[config.mk]
export PLATFORM = sky130hd
export DESIGN_NAME = sac_dev_flat
export DESIGN_NICKNAME = d
export VERILOG_FILES = /design/src/rtl/sac_pkg.sv /design/src/rtl/sac_if.sv /design/src/rtl/sac_edge.sv /design/src/rtl/sac_dev.sv /design/src/flat_wrapper.sv
export SDC_FILE = /design/constraint.sdc
export NUM_CORES = 1
export LEC_CHECK = 0
export ABC_AREA = 1
export BUFFER_PORTS_ARGS = -buffer_cell sky130_fd_sc_hd__buf_4
export CORE_UTILIZATION = 33
export CTS_BUF_LIST = sky130_fd_sc_hd__clkbuf_4 sky130_fd_sc_hd__clkbuf_8
export DETAILED_ROUTE_END_ITERATION = 8
export GPL_TIMING_DRIVEN = 0
export PLACE_DENSITY = 0.5
export SYNTH_ARGS = -nofsm -noshare
export SYNTH_HDL_FRONTEND = slang
export SYNTH_SLANG_ARGS = --single-unit
[constraint.sdc]
create_clock -name mclk_i -period 1.7 [get_ports mclk_i]
set_input_delay 0.17 -clock mclk_i [delete_from_list [all_inputs] [get_ports mclk_i]]
set_output_delay 0.17 -clock mclk_i [all_outputs]
set_load 0.02 [all_outputs]
[src/rtl/sac_pkg.sv]
// Package of shared constants and types for the converter acquisition control.
package sac_pkg;

  // ******************************************************************
  // Control byte field positions
  // ******************************************************************
  localparam int PWR_HI_POS = 7;
  localparam int PWR_LO_POS = 6;
  localparam int ACQ_POS    = 5;
  localparam int CFG_POS    = 4;
  localparam int POL_POS    = 3;
  localparam int CH_MSB     = 2;

  // ******************************************************************
  // Power and clock mode codes, reset values and timing counts
  // ******************************************************************
  localparam logic [1:0] PWR_FULL_DOWN = 2'h0;
  localparam logic [1:0] PWR_STANDBY   = 2'h1;
  localparam logic [1:0] PWR_INT_CLK   = 2'h2;
  localparam logic [1:0] PWR_EXT_CLK   = 2'h3;
  localparam logic [7:0] CTRL_RST      = 8'hC0;
  localparam int         ACQ_INT_FALLS = 4;
  localparam int         CONV_CYCLES   = 13;
  localparam int         RES_BITS      = 12;
  localparam int         LO_BITS       = 8;
  // Internal oscillator period in ns; timing of that oscillator is modelled.
  localparam int         OSC_PERIOD_NS = 280;
  localparam int         CLK_PERIOD_NS = 10;
  localparam int         OSC_HALF_CYC  = (OSC_PERIOD_NS / 2) / CLK_PERIOD_NS;

  // ******************************************************************
  // Converter sequencing states
  // ******************************************************************
  typedef enum logic [1:0] {
    SAC_IDLE  = 2'b00,
    SAC_TRACK = 2'b01,
    SAC_CONV  = 2'b11,
    SAC_DONE  = 2'b10
  } sac_state_t;

endpackage : sac_pkg

[src/rtl/sac_if.sv]
// Interface carrying the byte-wide parallel port between host and converter.
`timescale 1ns/100ps
`default_nettype none
interface sac_if;
  logic       cs_n;
  logic       wr_n;
  logic       rd_n;
  logic       high_byte_select;
  logic       ext_clk;
  logic [7:0] host_d;
  logic       host_d_oe;
  logic [7:0] dev_d;
  logic       dev_d_oe;
  logic       done_n;
  logic       done_oe;

  modport dev  (input cs_n, wr_n, rd_n, high_byte_select, ext_clk, host_d, host_d_oe,
                output dev_d, dev_d_oe, done_n, done_oe);
  modport host (output cs_n, wr_n, rd_n, high_byte_select, ext_clk, host_d, host_d_oe,
                input dev_d, dev_d_oe, done_n, done_oe);
endinterface : sac_if
`default_nettype wire

[src/rtl/sac_edge.sv]
// Edge detector for a synchronous strobe input.
`timescale 1ns/100ps
`default_nettype none
module sac_edge
(
  // Clock and reset.
  input  wire logic mclk_i,
  input  wire logic nrst_i,
  // Sampled level and its edges.
  input  wire logic lvl_i,
  output logic      rise_o,
  output logic      fall_o
);

  logic lvl_ff;

  // Previous level; resets high because every strobe here idles high.
  always_ff @(posedge mclk_i or negedge nrst_i)
  begin
    if (!nrst_i)
      lvl_ff <= 1'b1;
    else
      lvl_ff <= lvl_i;
  end

  // Edges are combinational so events land in the cycle the level changes.
  assign rise_o = lvl_i & ~lvl_ff;
  assign fall_o = ~lvl_i & lvl_ff;

endmodule : sac_edge
`default_nettype wire

[src/rtl/sac_dev.sv]
// Converter end: control byte latch, track/hold sequencing and result port.
// Functional notes
// - Write strobe rise while selected starts tracking.
// - External mode: next write rise enters hold.
// - Internal mode: hold on fourth clock fall.
// - Conversion takes exactly thirteen conversion-clock cycles.
// - Write during conversion aborts, restarts acquisition.
// - Mode bit clear: timed acquisition, auto conversion.
// - Mode bit set: acquisition lasts until next write.
// - Second write, mode bit clear, starts conversion.
// - Host keeps channel bits same across both writes.
// - Host changes only the mode bit on second write.
// - Completion flag goes low when result ready.
// - Flag releases on first read or new write.
// - Single-ended: channel positive, ground-return negative.
// - Pseudo-differential: both nodes from channel pair.
// - Host write selects channel and polarity to start.
// - Twelve-bit result split into eight plus four.
// - Control byte: power, mode, config, polarity, channel.
// - High byte select picks low or high; high is zero-filled unipolar, sign-filled bipolar.
// - Deselected: ignore strobes, bus and flag released.
// - Straight binary unipolar, two's complement bipolar.
`timescale 1ns/100ps
`default_nettype none
module sac_dev
#(
  parameter int NUM_CH = 8
)
(
  // Clock and reset.
  input  wire logic                mclk_i,
  input  wire logic                nrst_i,
  // Parallel port toward the host.
  sac_if.dev                       bus,
  // Analog front end: comparator decision and multiplexer settings.
  input  wire logic                cmp_i,
  output logic                     track_o,
  output logic [2:0]               pos_node_o,
  output logic [2:0]               neg_node_o,
  output logic                     neg_is_return_o,
  output logic [sac_pkg::RES_BITS-1:0] dac_code_o,
  output logic [1:0]               power_mode_o
);
  import sac_pkg::*;

  // ******************************************************************
  // Strobe qualification
  // ******************************************************************
  logic wr_rise, rd_fall, eclk_fall;
  logic sel;
  logic osc_ff;
  logic [7:0] osc_cnt_ff;
  logic oclk_fall;

  // Strobes count only while the chip is selected.
  assign sel = ~bus.cs_n;

  sac_edge u_wr (.mclk_i(mclk_i), .nrst_i(nrst_i), .lvl_i(bus.wr_n | ~sel),
                 .rise_o(wr_rise), .fall_o());
  sac_edge u_rd (.mclk_i(mclk_i), .nrst_i(nrst_i), .lvl_i(bus.rd_n | ~sel),
                 .rise_o(), .fall_o(rd_fall));
  sac_edge u_ec (.mclk_i(mclk_i), .nrst_i(nrst_i), .lvl_i(bus.ext_clk | ~sel),
                 .rise_o(), .fall_o(eclk_fall));
  sac_edge u_oc (.mclk_i(mclk_i), .nrst_i(nrst_i), .lvl_i(osc_ff),
                 .rise_o(), .fall_o(oclk_fall));

  // Internal oscillator, derived from the system clock by division.
  always_ff @(posedge mclk_i or negedge nrst_i)
  begin
    if (!nrst_i)
    begin
      osc_cnt_ff <= 8'h00;
      osc_ff     <= 1'b1;
    end
    else if (osc_cnt_ff == 8'(OSC_HALF_CYC - 1))
    begin
      osc_cnt_ff <= 8'h00;
      osc_ff     <= ~osc_ff;
    end
    else
      osc_cnt_ff <= osc_cnt_ff + 8'h01;
  end

  // ******************************************************************
  // Control byte and clock selection
  // ******************************************************************
  logic [7:0] ctrl_ff;
  logic       ext_clk_mode_ff;
  logic       tick;
  logic       acq_ext;

  // Latch the control byte; power-down codes keep the last clock mode.
  always_ff @(posedge mclk_i or negedge nrst_i)
  begin
    if (!nrst_i)
    begin
      ctrl_ff         <= CTRL_RST;
      ext_clk_mode_ff <= 1'b1;
    end
    else if (wr_rise)
    begin
      ctrl_ff <= bus.host_d;
      if (bus.host_d[PWR_HI_POS])
        ext_clk_mode_ff <= bus.host_d[PWR_LO_POS];
    end
  end

  assign tick    = ext_clk_mode_ff ? eclk_fall : oclk_fall;
  assign acq_ext = ctrl_ff[ACQ_POS];
  assign power_mode_o = ctrl_ff[PWR_HI_POS:PWR_LO_POS];

  // Multiplexer routing from the latched configuration.
  always_comb
  begin
    if (ctrl_ff[CFG_POS])
    begin
      pos_node_o      = ctrl_ff[CH_MSB:0];
      neg_node_o      = 3'h0;
      neg_is_return_o = 1'b1;
    end
    else
    begin
      pos_node_o      = {ctrl_ff[CH_MSB:1], ctrl_ff[0]};
      neg_node_o      = {ctrl_ff[CH_MSB:1], ~ctrl_ff[0]};
      neg_is_return_o = 1'b0;
    end
  end

  // ******************************************************************
  // Acquisition and conversion sequencing
  // ******************************************************************
  sac_state_t state_ff;
  logic [3:0] cnt_ff;
  logic [RES_BITS-1:0] sar_ff;
  logic [RES_BITS-1:0] bit_ff;
  logic [RES_BITS-1:0] result_ff;
  logic                result_uni_ff;
  logic                done_n_ff;

  always_ff @(posedge mclk_i or negedge nrst_i)
  begin
    if (!nrst_i)
    begin
      state_ff <= SAC_IDLE;
      cnt_ff   <= 4'h0;
      sar_ff   <= '0;
      bit_ff   <= '0;
    end
    else if (wr_rise)
    begin
      cnt_ff <= 4'h0;
      if (state_ff == SAC_TRACK && acq_ext && !bus.host_d[ACQ_POS])
      begin
        state_ff <= SAC_CONV;
        sar_ff   <= '0;
        bit_ff   <= '0;
      end
      else
        state_ff <= SAC_TRACK;
    end
    // Completion lasts one system cycle, so a later read can release the flag.
    else if (state_ff == SAC_DONE)
      state_ff <= SAC_IDLE;
    else if (tick)
    begin
      case (state_ff)
        SAC_TRACK:
        begin
          if (!acq_ext)
          begin
            if (cnt_ff == 4'(ACQ_INT_FALLS - 1))
            begin
              state_ff <= SAC_CONV;
              cnt_ff   <= 4'h0;
              sar_ff   <= '0;
              bit_ff   <= '0;
            end
            else
              cnt_ff <= cnt_ff + 4'h1;
          end
        end
        SAC_CONV:
        begin
          // First cycle swaps the hold capacitor; twelve bit trials follow.
          if (cnt_ff == 4'h0)
          begin
            bit_ff <= {1'b1, {(RES_BITS-1){1'b0}}};
            sar_ff <= {1'b1, {(RES_BITS-1){1'b0}}};
          end
          else
          begin
            if (!cmp_i)
              sar_ff <= (sar_ff & ~bit_ff) | (bit_ff >> 1);
            else
              sar_ff <= sar_ff | (bit_ff >> 1);
            bit_ff <= bit_ff >> 1;
          end
          if (cnt_ff == 4'(CONV_CYCLES - 1))
            state_ff <= SAC_DONE;
          else
            cnt_ff <= cnt_ff + 4'h1;
        end
        SAC_DONE:
          state_ff <= SAC_IDLE;
        default:
          state_ff <= state_ff;
      endcase
    end
  end

  assign track_o    = (state_ff == SAC_TRACK);
  assign dac_code_o = sar_ff;

  // Result register updates only at completion, so bytes read in any order.
  always_ff @(posedge mclk_i or negedge nrst_i)
  begin
    if (!nrst_i)
    begin
      result_ff     <= '0;
      result_uni_ff <= 1'b1;
    end
    else if (state_ff == SAC_DONE)
    begin
      // Bipolar: flipping the offset-binary MSB gives two's complement.
      result_ff     <= ctrl_ff[POL_POS] ? sar_ff : {~sar_ff[RES_BITS-1], sar_ff[RES_BITS-2:0]};
      result_uni_ff <= ctrl_ff[POL_POS];
    end
  end

  // Completion flag: a new write clears it; a write in the same cycle as completion wins.
  always_ff @(posedge mclk_i or negedge nrst_i)
  begin
    if (!nrst_i)
      done_n_ff <= 1'b1;
    else if (state_ff == SAC_DONE && !wr_rise)
      done_n_ff <= 1'b0;
    else if (wr_rise || (rd_fall && !done_n_ff))
      done_n_ff <= 1'b1;
  end

  // ******************************************************************
  // Read data path
  // ******************************************************************
  always_comb
  begin
    if (bus.high_byte_select)
      bus.dev_d = {{4{result_uni_ff ? 1'b0 : result_ff[RES_BITS-1]}},
                   result_ff[RES_BITS-1:LO_BITS]};
    else
      bus.dev_d = result_ff[LO_BITS-1:0];
  end

  assign bus.dev_d_oe = sel & ~bus.rd_n;
  assign bus.done_n   = done_n_ff;
  assign bus.done_oe  = sel;

endmodule : sac_dev
`default_nettype wire

[src/flat_wrapper.sv]
// flat-port wrapper written by rule: the top's interface ports become plain ports
module sac_dev_flat import sac_pkg::*;
#(
  parameter int NUM_CH = 8
)
  (mclk_i, nrst_i, cmp_i, track_o, pos_node_o, neg_node_o, neg_is_return_o, dac_code_o, power_mode_o, bus_cs_n, bus_wr_n, bus_rd_n, bus_high_byte_select, bus_ext_clk, bus_host_d, bus_host_d_oe, bus_dev_d, bus_dev_d_oe, bus_done_n, bus_done_oe);
  sac_if bus_i ();
  input  wire logic mclk_i;
  input  wire logic nrst_i;
  input  wire logic cmp_i;
  output logic track_o;
  output logic [2:0] pos_node_o;
  output logic [2:0] neg_node_o;
  output logic neg_is_return_o;
  output logic [sac_pkg::RES_BITS-1:0] dac_code_o;
  output logic [1:0] power_mode_o;
  input wire logic [$bits(bus_i.cs_n)-1:0] bus_cs_n;
  input wire logic [$bits(bus_i.wr_n)-1:0] bus_wr_n;
  input wire logic [$bits(bus_i.rd_n)-1:0] bus_rd_n;
  input wire logic [$bits(bus_i.high_byte_select)-1:0] bus_high_byte_select;
  input wire logic [$bits(bus_i.ext_clk)-1:0] bus_ext_clk;
  input wire logic [$bits(bus_i.host_d)-1:0] bus_host_d;
  input wire logic [$bits(bus_i.host_d_oe)-1:0] bus_host_d_oe;
  output wire logic [$bits(bus_i.dev_d)-1:0] bus_dev_d;
  output wire logic [$bits(bus_i.dev_d_oe)-1:0] bus_dev_d_oe;
  output wire logic [$bits(bus_i.done_n)-1:0] bus_done_n;
  output wire logic [$bits(bus_i.done_oe)-1:0] bus_done_oe;
  assign bus_i.cs_n = bus_cs_n;
  assign bus_i.wr_n = bus_wr_n;
  assign bus_i.rd_n = bus_rd_n;
  assign bus_i.high_byte_select = bus_high_byte_select;
  assign bus_i.ext_clk = bus_ext_clk;
  assign bus_i.host_d = bus_host_d;
  assign bus_i.host_d_oe = bus_host_d_oe;
  assign bus_dev_d = bus_i.dev_d;
  assign bus_dev_d_oe = bus_i.dev_d_oe;
  assign bus_done_n = bus_i.done_n;
  assign bus_done_oe = bus_i.done_oe;
  sac_dev #(.NUM_CH(NUM_CH)) u_core (.mclk_i(mclk_i), .nrst_i(nrst_i), .bus(bus_i), .cmp_i(cmp_i), .track_o(track_o), .pos_node_o(pos_node_o), .neg_node_o(neg_node_o), .neg_is_return_o(neg_is_return_o), .dac_code_o(dac_code_o), .power_mode_o(power_mode_o));
endmodule
## Yosys cells after proc, flatten, opt, wreduce, memory -nomap -nowiden

Index checks and enable logic that the tools add are counted.

- Bits in registers: 66
- Input bits: 17
- Output and inout bits: 33
- Logic and storage cells: 107

- Add/subtract/negate cells: 2
- Equal/unequal tests: 14
- Multiplexer cells: 38
- Bitwise operators: 20
- Reduce and logical (&&, ||, !) cells: 18

Operators by type and width:

| operator | count |
|---|---|
| 12-bit 2-to-1 mux | 13 |
| 12-bit case mux with 2 select lines | 2 |
| 4-bit 2-to-1 mux | 6 |
| 12-bit by 11-bit bitwise OR with 12-bit output | 2 |
| 8-bit 2-to-1 mux | 2 |
| 2-bit 2-to-1 mux | 7 |
| 12-bit AND | 1 |
| 12-bit NOT | 1 |
| 5-bit AND reduction | 2 |
| 8-bit by 1-bit adder with 8-bit output, second input constant | 1 |
| 8-bit by 4-bit equality test with 1-bit output, second input constant | 1 |
| 4-bit by 1-bit != test with 1-bit output, second input constant | 2 |
| 1-bit NOT | 8 |
| 4-bit case mux with 2 select lines | 1 |
| 3-bit by 2-bit != test with 1-bit output, second input constant | 2 |
| 6-bit AND reduction | 1 |
| 3-bit nonzero test | 2 |
| 1-bit AND | 5 |
| 1-bit 2-to-1 mux | 5 |
| 4-bit by 1-bit adder with 4-bit output, second input constant | 1 |
| 2-bit equality test, second input constant | 2 |
| 4-bit by 2-bit equality test with 1-bit output, second input constant | 1 |
| 4-bit equality test, second input constant | 1 |
| 1-bit logical AND | 4 |
| 14 further kinds | 19 |

## Longest topological paths before layout

Gate-level depths: netlist of the first run.

- Depth in word-level cells: 9
- Gate-level depth with buffers: 10
- Mapped depth without buffers: 10

## Cells and area by module

A second synthesis of the first run with hierarchy kept.

- Cells, all modules: 400
- Area total of the unflattened synthesis: 3,309.4 um^2

Modules (own cells, without submodules):

| module | times used | cells an instance | area each (um^2) | sequential area each (um^2) |
|---|---|---|---|---|
| sac_dev | 1 | 380 | 3,144.3 | 1,559.0 |
| sac_edge | 4 | 5 | 41.3 | 26.3 |

## Worst setup path after synthesis of the first run

No wires, ideal clock.

- Kind: register to register
- Start point: register u_core.ext_clk_mode_ff
- End point: register u_core.sar_ff[0] (netlist: u_core.dac_code_o[0])
- Setup time: 0.117 ns
- Data arrival time: 1.248 ns
- Slack: 0.334 ns
- Cell stages (with the launch flop): 11
- Path buffers: 1
- Path through: dfstp_2 nand2_1 inv_1 nand2_1 nand2_1 nand2_1 nand2_2 nand3_4 buf_6 nand2_1 nand2_1

- Word-level cells in the longest chain between the ends: 3

Ends and longest elaborated chain:

| element | RTL line | RTL |
|---|---|---|
| start, declared | sac_dev.sv:88 | `logic ext_clk_mode_ff;` |
| start signal, assigned | sac_dev.sv:104 | `ext_clk_mode_ff <= bus.host_d[PWR_LO_POS];` |
| 1-bit 2-to-1 mux | sac_dev.sv:108 | `assign tick = ext_clk_mode_ff ? eclk_fall : oclk_fall;` |
| 2-bit nonzero test (no line) | n/a |  |
| 6-bit AND reduction (no line) | n/a |  |
| end signal, assigned | sac_dev.sv:188 | `sar_ff <= {1'b1, {(RES_BITS-1){1'b0}}};` |
| end signal, assigned | sac_dev.sv:193 | `sar_ff <= (sar_ff & ~bit_ff) \| (bit_ff >> 1);` |
| end signal, assigned | sac_dev.sv:195 | `sar_ff <= sar_ff \| (bit_ff >> 1);` |
| end, declared | sac_dev.sv:134 | `logic [RES_BITS-1:0] sar_ff;` |

Every way passes these cells.
A chain may end at the register's enable or synchronous reset.

## Final worst setup path of the first run

- Start point: register u_core.ext_clk_mode_ff
- End point: register u_core.bit_ff[10]

- Word-level cells in the longest chain between the ends: 3

Ends and longest elaborated chain:

| element | RTL line | RTL |
|---|---|---|
| 1-bit 2-to-1 mux | sac_dev.sv:108 |  |
| 2-bit nonzero test (no line) | n/a |  |
| 6-bit AND reduction (no line) | n/a |  |
| end signal, assigned | sac_dev.sv:187 | `bit_ff <= {1'b1, {(RES_BITS-1){1'b0}}};` |
| end signal, assigned | sac_dev.sv:196 | `bit_ff <= bit_ff >> 1;` |
| end, declared | sac_dev.sv:135 | `logic [RES_BITS-1:0] bit_ff;` |

Every way passes these cells.

==> results of run 1 <==
==> power by group through the flow <==
stage / logic [mW] / registers [mW] / clock network [mW]
3_3_place_gp: 1.58 / 1.93 / 0
6_report: 1.58 / 1.91 / 1.39
3_5_place_dp: 1.59 / 1.93 / 0
4_1_cts: 1.60 / 1.90 / 1.43
5_1_grt: 1.79 / 1.93 / 1.50
2_1_floorplan: 1.12 / 1.93 / 0
==> critical path, delay by kind of cell (launching register included) <==
family / cells / cell delay (ns)
buffers and inverters: 2 / 0.21
AND/OR/NAND/NOR: 8 / 0.68
flip-flops: 1 / 0.55
==> layer usage <==
metal | GRT usage, % | up-vias | share of wire [%]
met2 | 21.3 | 47 | 41
li1 | - | 1454 | -
met5 | 0 | - | 0
met4 | 4.66 | 0 | 1.2
met1 | 21.6 | 1234 | 53
met3 | 3.71 | 8 | 4.6
==> per-stage QoR <==
step                hold slack [ns]  worst slack, ns  total power [mW]  cells
finish                       0.0179            0.143              4.87    631
global route                0.00895          0.00429              5.22    631
CTS                         0.00328            0.105              4.94    631
detailed placement            0.337            0.134              3.53    614
global placement              0.341            0.153              3.52    614
floorplan                    -0.126            0.334              3.05    433
==> state kept, by name, indices dropped and copies added (netlist names) <==
signal,count
u_core.osc_cnt_ff,8
u_core.state_ff,2
u_core.u_rd.lvl_ff,1
u_core.u_oc.lvl_ff,1
u_core.ext_clk_mode_ff,1
u_core.ctrl_ff,8
u_core.bus.done_n,1
u_core.u_ec.lvl_ff,1
u_core.dac_code_o,12
u_core.cnt_ff,4
u_core.osc_ff,1
u_core.result_uni_ff,1
u_core.result_ff,12
u_core.u_wr.lvl_ff,1
u_core.bit_ff,12
==> what timing repair did <==
action | in CTS | in global routing
resized for setup | 0 | 2
hold buffers | 1 | 0
setup endpoints to repair | 0 | 1
endpoints found under the hold margin | 56 | 0
==> Yosys cell counts (2+ instances only) <==
cell type  count
dfstp_2       10
nor2_1        44
ha_1           4
inv_1         49
a21oi_1       14
xor2_1         5
buf_6          3
buf_4          7
clkbuf_1       5
nor3b_1        3
dfrtp_1       56
nand2_4        3
nor2_4         2
buf_8          2
nand2_1      139
nand4_1        2
inv_2          4
nand3_1       30
nand2_2        9
buf_2          2
o21ai_0       29
==> area by class of cell <==
class	instances	area [um2]	area share [%]
repair buffers	49	370	8.92
well taps	133	166	4.01
clock inverters	4	50.0	1.21
clock buffers	12	159	3.83
multi-input cells	295	1400	33.6
inverters	53	199	4.79
flip-flops and latches	66	1660	40.1
plain buffers	19	146	3.53
==> placed cells by master, fill, tap and decap left out, types with 4 or more instances in the layout <==
cell      Yosys  layout
nand2_1     139     139
dfrtp_1      56      56
buf_4         7      55
inv_1        49      49
nor2_1       44      44
nand3_1      30      30
o21ai_0      29      29
a21oi_1      14      14
clkbuf_8      0      11
dfstp_2      10      10
nand2_2       9       9
xor2_1        5       5
clkbuf_1      5       4
inv_2         4       4
ha_1          4       4
==> cell families after synthesis <==
group,Yosys count,synth area share (%)
DFF,66,48.9
buffers and inverters,72,10.1
AOI/OAI and AO/OA,47,7.13
and+or+nand+nor,238,30.8
adders and majority gates,4,1.47
xor gates and xnor gates,6,1.54
==> worst paths after layout <==
path                                         from             endpoint  slack, ns  depth (start not counted)
min                                   bus_ext_clk   u_core.u_ec.lvl_ff       0.02                          3
max reg2reg                u_core.ext_clk_mode_ff    u_core.bit_ff[10]       0.14                         10
min in group asynchronous                  nrst_i  u_core.result_ff[4]       0.47                          2
max                        u_core.ext_clk_mode_ff    u_core.bit_ff[10]       0.14                         10
min reg2reg                         u_core.osc_ff   u_core.u_oc.lvl_ff       0.38                          0
max in group asynchronous                  nrst_i     u_core.cnt_ff[3]       0.67                          2
==> run_results.csv, run 1 <==
group,metric,value,unit
run_status,status,"complete, no violations",
critical_path,crit_slowest_cell,"dfstp_2",
layout,syn2layout_area_growth,21.9,%
placed_design,dpl.hpwl,5100,um
detailed_routing,wl_per_cell,11.6,um
critical_path,arrival,1.78,ns
detailed_routing,drc_errors,0,
timing,finClkSkew,0.0147,ns
logic_synthesis,synthArstFlopShare,100,%
timing,min_period,1.56,ns
clock_tree,cts_inserted_buffers,9,
grt,antenna_found_initial,0,
grt,grt_overflow_total,0,
clock_tree,cts_buffer_depth,2,
die,core-area,9860,um2
layout,final_area,4150,um2
power,leakage,2.10,nW
logic_synthesis,synth_top_area_share,41.2,%
layout,num_antenna_cells,0,
placed_design,placed_cell_area,3930,um2
critical_path,cp_max_fo,10,
clock_tree,clkTransAtPathRegs,0.08,ns
grt,grt_pass1_wl,12700,um
power,switching_power,1.75,mW
clock_tree,cts-root-buf,"clkbuf_8",
timing,fin_crit_sh,91.6,%
die,die_w,104,um
timing,hold_viol_final,0,
timing,drv_slew,0,
timing,rsz0062_at_grt,"false",
timing,finalSetupViolCount,0,
detailed_routing,final_antenna_net_count,0,
detailed_routing,vias,2743,
timing,fmax,642,MHz
placed_design,portBuffers,48,
layout,layout-drive-gt1-share,22.7,%
logic_synthesis,ys_seq_area_share,48.9,%
logic_synthesis,ys_types,32,
logic_synthesis,yosysWarnings,0,
critical_path,path_cells,"nand2_1 -> inv_1 -> nand2_1 -> nand2_1 -> nand2_1 -> nand2_2 -> nand3_4 -> buf_6 -> nand2_1 -> nand2_1",
timing,timing.setup.tns,0,ns
critical_path,end_kind,"register",
power,p_sw_share,36.0,%
clock_tree,htreeDepth,3,
detailed_routing,viasPerCell,4.35,
timing,maxSlewHeadroom,44.3,%
layout,final_util,42.1,%
die,start_util,34.5,%
critical_path,critical-path-max-stage-delay,0.55,ns
layout,fin_nets,514,
logic_synthesis,syn_inst,433,
clock_tree,cts_setup_buffers,0,
die,dieArea,10700,um2
detailed_routing,drtIter0Drc,127,
logic_synthesis,syn_nets,454,
die,io_pins,50,
detailed_routing,drt_pass1_iterations,4,
power,seqPwrFrac,39.1,%
grt,first_global_vias,2577,
grt,grtUsageTotal,14.8,%
logic_synthesis,synth_area_leaders,"dfrtp_1 (41%), nand2_1 (15%), dfstp_2 (7.7%)",
logic_synthesis,ys.flop_type,"dfrtp_1",
timing,tightestPinTransition,0.835,ns
placed_design,place.gp.congestion,0.764,
logic_synthesis,ys_ff_latch,66,
hold_path,hold_class,"input port to register",
critical_path,crit_top_cell,"nand2_1",
clock_tree,cts_tree,"built",
power,power_density,1170,nW/um2
clock_tree,clock_sinks,66,
detailed_routing,routed_wl,7300,um
critical_path,start_kind,"register",
clock_tree,clk_latency,0.34,ns
power,p_comb_share,32.4,%
critical_path,critPathRequiredTime,1.92,ns
critical_path,crit_type,"register to register",
power,peakVddDrop,464,uV
power,internal_power,3.12,mW
die,die_h,104,um
logic_synthesis,synth_edf_count,0,
grt,grt_max_degree,67,
layout,fillers,1029,
job,drv_cap,0,
logic_synthesis,syn_area,3400,um2
die,rows,36,
logic_synthesis,synth_top_area_cell,"dfrtp_1",
logic_synthesis,synth_area_per_cell,7.86,um2
power,power_frac_clock,28.5,%
Power figures use the tool's default switching activity.
==> inputs of run 2 (changes only) <==
--- a/config.mk
+++ b/config.mk
@@ -7,11 +7,11 @@
 export LEC_CHECK = 0
 export ABC_AREA = 1
 export BUFFER_PORTS_ARGS = -buffer_cell sky130_fd_sc_hd__buf_4
-export CORE_UTILIZATION = 33
+export CORE_UTILIZATION = 37
 export CTS_BUF_LIST = sky130_fd_sc_hd__clkbuf_4 sky130_fd_sc_hd__clkbuf_8
 export DETAILED_ROUTE_END_ITERATION = 8
 export GPL_TIMING_DRIVEN = 0
-export PLACE_DENSITY = 0.5
+export PLACE_DENSITY = 0.55
 export SYNTH_ARGS = -nofsm -noshare
 export SYNTH_HDL_FRONTEND = slang
 export SYNTH_SLANG_ARGS = --single-unit
==> run 2 against run 1 <==
  * Utilization grew 4.8 points
  * The flow now finishes with violations (design-rule violations)
  * Largest cell class unchanged
  * Critical path type unchanged
  * Routed wire length down 1.6%
  * Combinational power about the same
  * Clock skew shrank 0.0022 ns
  * Critical path depth did not move
  * Count of clock-buffer cells in the layout is 1 lower
  * Critical endpoint is now u_core.bit_ff[8]
  * First-iteration DRC count fell by 11%
  * Final cell count fell by 4.0%
  * Cell area decreased by 0.45%
==> run_results.csv, run 2 (synthesized netlist as in run 1, its figures left out) <==
group,metric,value,unit
die,die_h,97.9,um
clock_tree,cts_tree,"built",
clock_tree,clkTransAtPathRegs,0.08,ns
layout,num_antenna_cells,0,
critical_path,crit_slowest_cell,"dfstp_2",
layout,regArea,1660,um2
layout,mostFrequentLayoutCell,"nand2_1",
timing,rsz0062_at_grt,"false",
timing,min_period,1.56,ns
die,core-area,8810,um2
die,start_util,38.6,%
critical_path,cp_top_family,"simple AND/OR/NAND/NOR gates",
critical_path,path_cells,"nand2_1 -> inv_1 -> nand2_1 -> nand2_1 -> nand2_1 -> nand2_4 -> nand3_4 -> buf_6 -> nand2_1 -> nand2_1",
timing,hold_viol_final,0,
placed_design,placed_cell_area,3900,um2
job,drv_cap,0,
grt,grt_overflow_total,0,
critical_path,critPathRequiredTime,1.92,ns
detailed_routing,drc_errors,7,
critical_path,arrival,1.78,ns
placed_design,place.gp.congestion,0.764,
clock_tree,cts_inserted_buffers,9,
detailed_routing,final_antenna_net_count,0,
grt,grt_max_degree,67,
critical_path,end_kind,"register",
placed_design,portBuffers,48,
critical_path,crit_top_cell,"nand2_1",
detailed_routing,met3_length,254,um
critical_path,path_buf_inv,2,
detailed_routing,drtIter0Drc,113,
detailed_routing,drt-met1-wl,3560,um
timing,tightestPinTransition,0.832,ns
clock_tree,cts-root-buf,"clkbuf_8",
timing,finalSetupViolCount,0,
power,power_density,1190,nW/um2
die,rows,34,
layout,multi_input_area,1400,um2
layout,syn2layout_area_growth,21.4,%
clock_tree,clock_sinks,66,
layout,fin_nets,514,
timing,timing.setup.tns,0,ns
detailed_routing,wl_met2,3250,um
die,io_pins,50,
power,leakage,2.11,nW
detailed_routing,vias,2809,
layout,final_cell_mix,"nand2_1 (139), dfrtp_1 (56), buf_4 (55)",
run_status,violations,"design-rule violations",
grt,first_global_vias,2604,
clock_tree,htreeDepth,3,
timing,drv_slew,0,
clock_tree,cts_buffer_depth,2,
timing,finClkSkew,0.0125,ns
detailed_routing,drt_pass1_iterations,6,
detailed_routing,viasPerCell,4.64,
timing,fin_crit_sh,91.6,%
critical_path,crit_type,"register to register",
detailed_routing,routed_wl,7180,um
detailed_routing,top_layer,"met4",
run_status,status,"complete, but fails checks",
layout,final_area,4130,um2
hold_path,hold_class,"input port to register",
layout,fillers,892,
power,peakVddDrop,607,uV
detailed_routing,wl_per_cell,11.8,um
die,dieArea,9590,um2
critical_path,start_kind,"register",
critical_path,cp_max_fo,10,
layout,layout-drive-gt1-share,22.5,%
critical_path,critical-path-max-stage-delay,0.56,ns
grt,grtUsageTotal,16.1,%
timing,maxSlewHeadroom,44.5,%
grt,grt_pass1_wl,12500,um
timing,fmax,642,MHz
clock_tree,clk_latency,0.34,ns
die,die_w,97.9,um
timing,whs,0.0234,ns
placed_design,dpl.hpwl,5130,um
grt,antenna_found_initial,0,
clock_tree,cts_setup_buffers,0,
run 2: cell types whose count changed in the layout (fill, tap and decap cells not counted), sizes merged:
cell | before | now
bufinv | 1 | 2
clkinvlp | 2 | 0
clkbuf | 17 | 16
clkinv | 1 | 3
run 2: final timing paths:
check | startpoint | end | slack, ns | depth (start not counted)
worst max-delay path | u_core.ext_clk_mode_ff | u_core.bit_ff[8] | 0.14 | 10
worst min-delay path | bus_ext_clk | u_core.u_ec.lvl_ff | 0.02 | 3
worst max register to register | u_core.ext_clk_mode_ff | u_core.bit_ff[8] | 0.14 | 10
worst min register to register | u_core.osc_ff | u_core.u_oc.lvl_ff | 0.40 | 0
max in group asynchronous | nrst_i | u_core.dac_code_o[4] | 0.67 | 2
min in group asynchronous | nrst_i | u_core.osc_cnt_ff[1] | 0.46 | 2
run 2: layout make-up:
class	count	share of cell area, %
Tap cell	108	3.27
Timing Repair Buffer	49	8.96
Buffer	19	3.51
Clock buffer	11	3.36
Sequential cell	66	40.3
Clock inverter	5	1.91
Multi-Input combinational cell	295	33.9
Inverter	53	4.82
run 2: worst reg2reg max path: cells and delay by family (launching register included):
| kind | cells | cell delay [ns] |
|---|---|---|
| buffers and inverters | 2 | 0.21 |
| flip-flops | 1 | 0.56 |
| AND/OR/NAND/NOR | 8 | 0.67 |
run 2: where the power goes:
group | switching [mW] | internal, mW
Combinational | 0.991 | 0.599
Sequential | 0.155 | 1.75
Clock | 0.583 | 0.856
run 2: layer usage:
metal  GRT usage, %  vias up
li1               -     1451
met1           21.8     1302
met2           25.6       45
met3           3.58       11
met4           5.59        0
met5              0        -
run 2: metrics by stage:
step,worst slack [ns],power [mW],utilization [%],instances
floorplan,0.334,3.05,-,433
detailed placement,0.121,3.53,44.3,589
CTS,0.0903,5.01,46.9,606
finish,0.142,4.94,46.9,606
global placement,0.138,3.50,44.3,589
global route,0.00469,5.28,46.9,606
run 2: timing repair:
item,CTS,global route
endpoints found under the setup margin,0,23
resized for setup,0,1
hold endpoints to repair,56,0
hold buffers,1,0
==> inputs of run 3 (changes only) <==
--- a/config.mk
+++ b/config.mk
@@ -7,11 +7,13 @@
 export LEC_CHECK = 0
 export ABC_AREA = 1
 export BUFFER_PORTS_ARGS = -buffer_cell sky130_fd_sc_hd__buf_4
-export CORE_UTILIZATION = 37
+export CELL_PAD_IN_SITES_DETAIL_PLACEMENT = 1
+export CELL_PAD_IN_SITES_GLOBAL_PLACEMENT = 2
+export CORE_UTILIZATION = 34
 export CTS_BUF_LIST = sky130_fd_sc_hd__clkbuf_4 sky130_fd_sc_hd__clkbuf_8
 export DETAILED_ROUTE_END_ITERATION = 8
 export GPL_TIMING_DRIVEN = 0
-export PLACE_DENSITY = 0.55
+export PLACE_DENSITY_LB_ADDON = 0.1
 export SYNTH_ARGS = -nofsm -noshare
 export SYNTH_HDL_FRONTEND = slang
 export SYNTH_SLANG_ARGS = --single-unit
==> run 3 against run 2 <==
  * The run now ends clean
  * Sequential power is essentially flat
  * Die area rose by 8.6%
  * Fmax up 0.61%
  * Flip-flop and latch count stayed put
  * Global-route usage increased by 1.4 points
  * Non-clock buffer count increased by 3
  * Sequential share of layout area down 0.57 points
  * Clock power shrank 9.7%
  * First-iteration DRC count is 42% lower
  * Cell area increased by 1.4%
  * Power shrank 1.9%
  * Critical path depth is 5 lower
  * Critical path type unchanged
  * Largest power group unchanged
==> run_results.csv, run 3 (synthesized netlist as in run 1, its figures left out) <==
group,metric,value,unit
power,power,4.84,mW
die,core-area,9730,um2
layout,regArea,1660,um2
die,rows,36,
detailed_routing,drt-met1-wl,4010,um
clock_tree,htreeDepth,3,
timing,fmax,646,MHz
clock_tree,cts_buffer_depth,2,
layout,layout-drive-gt1-share,23.0,%
grt,grtUsageTotal,17.5,%
timing,tightestPinTransition,0.854,ns
timing,whs,0.0228,ns
detailed_routing,drt_pass1_iterations,4,
detailed_routing,routed_wl,8210,um
critical_path,path_buf_inv,2,
critical_path,arrival,1.82,ns
detailed_routing,drtIter0Drc,66,
detailed_routing,wl_per_cell,12.9,um
timing,rsz0062_at_grt,"false",
detailed_routing,final_antenna_net_count,0,
layout,final_cell_mix,"nand2_1 (139), buf_4 (56), dfrtp_1 (56)",
hold_path,hold_class,"input port to register",
clock_tree,cts-root-buf,"clkbuf_8",
clock_tree,cts_inserted_buffers,9,
die,dieArea,10400,um2
placed_design,place.gp.congestion,0.757,
critical_path,start_kind,"register",
timing,timing.setup.tns,0,ns
die,die_w,102,um
critical_path,cp_max_fo,10,
critical_path,ff2ff_setup_slack,0.15,ns
layout,final_util,43.1,%
grt,grt_overflow_total,0,
layout,fillers,1237,
power,power_density,1160,nW/um2
critical_path,critPathRequiredTime,1.97,ns
die,die_h,102,um
grt,first_global_vias,2938,
die,io_pins,50,
layout,num_antenna_cells,0,
job,drv_cap,0,
clock_tree,clock_sinks,66,
layout,syn2layout_area_growth,23.1,%
clock_tree,clk_latency,0.35,ns
layout,final_cells,634,
critical_path,cp_top_family,"flip-flops",
timing,fin_crit_sh,91.1,%
timing,hold_viol_final,0,
detailed_routing,met3_length,260,um
timing,finClkSkew,0.0105,ns
detailed_routing,viasPerCell,4.53,
placed_design,portBuffers,48,
grt,grt_pass1_wl,14100,um
clock_tree,cts_tree,"built",
timing,maxSlewHeadroom,43.1,%
layout,multi_input_area,1410,um2
timing,drv_slew,0,
critical_path,crit_type,"register to register",
die,start_util,35.0,%
layout,mostFrequentLayoutCell,"nand2_1",
layout,fin_nets,517,
clock_tree,clkTransAtPathRegs,0.08,ns
critical_path,path_cells,"inv_1 -> nand2_4 -> clkbuf_1 -> nand2_1 -> o21ai_0",
placed_design,dpl.hpwl,6040,um
detailed_routing,wl_met2,3820,um
grt,grt_max_degree,67,
power,leakage,2.11,nW
timing,finalSetupViolCount,0,
critical_path,critical-path-max-stage-delay,0.57,ns
detailed_routing,top_layer,"met4",
placed_design,placedCellCount,614,
timing,min_period,1.55,ns
run_status,status,"complete, no violations",
detailed_routing,vias,2873,
grt,antenna_found_initial,0,
critical_path,crit_slowest_cell,"dfstp_2",
detailed_routing,drc_errors,0,
critical_path,end_kind,"register",
power,peakVddDrop,446,uV
==> run 3: changes by cell type in the layout (fill, tap and decap cells not counted), sizes merged <==
cell,delta
inv,+2
clkinvlp,+2
bufinv,-2
buf,+2
dlygate4sd3,+1
clkbuf,+1
clkinv,-3
==> run 3: area by class of cell <==
type                    count  share of cell area (%)
flip-flops and latches     66                    39.7
multi-input cells         295                    33.7
repair buffers             52                    9.73
inverters                  53                    4.75
well taps                 133                    3.97
clock buffers              12                    3.94
plain buffers              19                    3.46
clock inverters             4                   0.776
==> run 3: final timing paths <==
kind / startpoint / end / depth (start not counted)
setup / recovery: u_core.u_wr.lvl_ff / u_core.cnt_ff[1] / 5
min in group asynchronous: nrst_i / u_core.ctrl_ff[0] / 2
hold / removal: bus_host_d[0] / u_core.ctrl_ff[0] / 3
hold reg to reg: u_core.osc_ff / u_core.u_oc.lvl_ff / 0
max in group asynchronous: nrst_i / u_core.dac_code_o[5] / 2
setup reg to reg: u_core.u_wr.lvl_ff / u_core.cnt_ff[1] / 5
==> run 3: power by group <==
group	leakage, nW	switching [mW]	internal [mW]
clock	0.0956	0.641	0.659
sequential	0.855	0.159	1.75
combinational	1.16	1.02	0.615
total	2.11	1.82	3.03
==> run 3: metrics by stage <==
step	setup WS, ns	instance area, um2
after detailed placement	0.0670	3930
final	0.152	4190
after floorplan	0.334	3400
after global placement	0.119	3930
after global routing	0.00268	4190
after CTS	0.0438	4150
==> run 3: worst reg2reg max path, cell delays in order (launching register included) <==
cell	delay (ns)
dfstp_2	0.57
inv_1	0.07
nand2_4	0.15
clkbuf_1	0.42
nand2_1	0.10
o21ai_0	0.18
==> run 3: metal layers <==
metal	vias to the layer above	track usage, %
li1	1463	-
met1	1360	23.1
met2	40	28.7
met3	10	3.69
met4	0	5.93
met5	-	0
==> run 3: timing repair <==
item	4_1_cts	5_1_grt
resized for setup	0	3
endpoints found under the setup margin	0	24
hold buffers	2	0
setup buffers	0	2
endpoints found under the hold margin	57	0
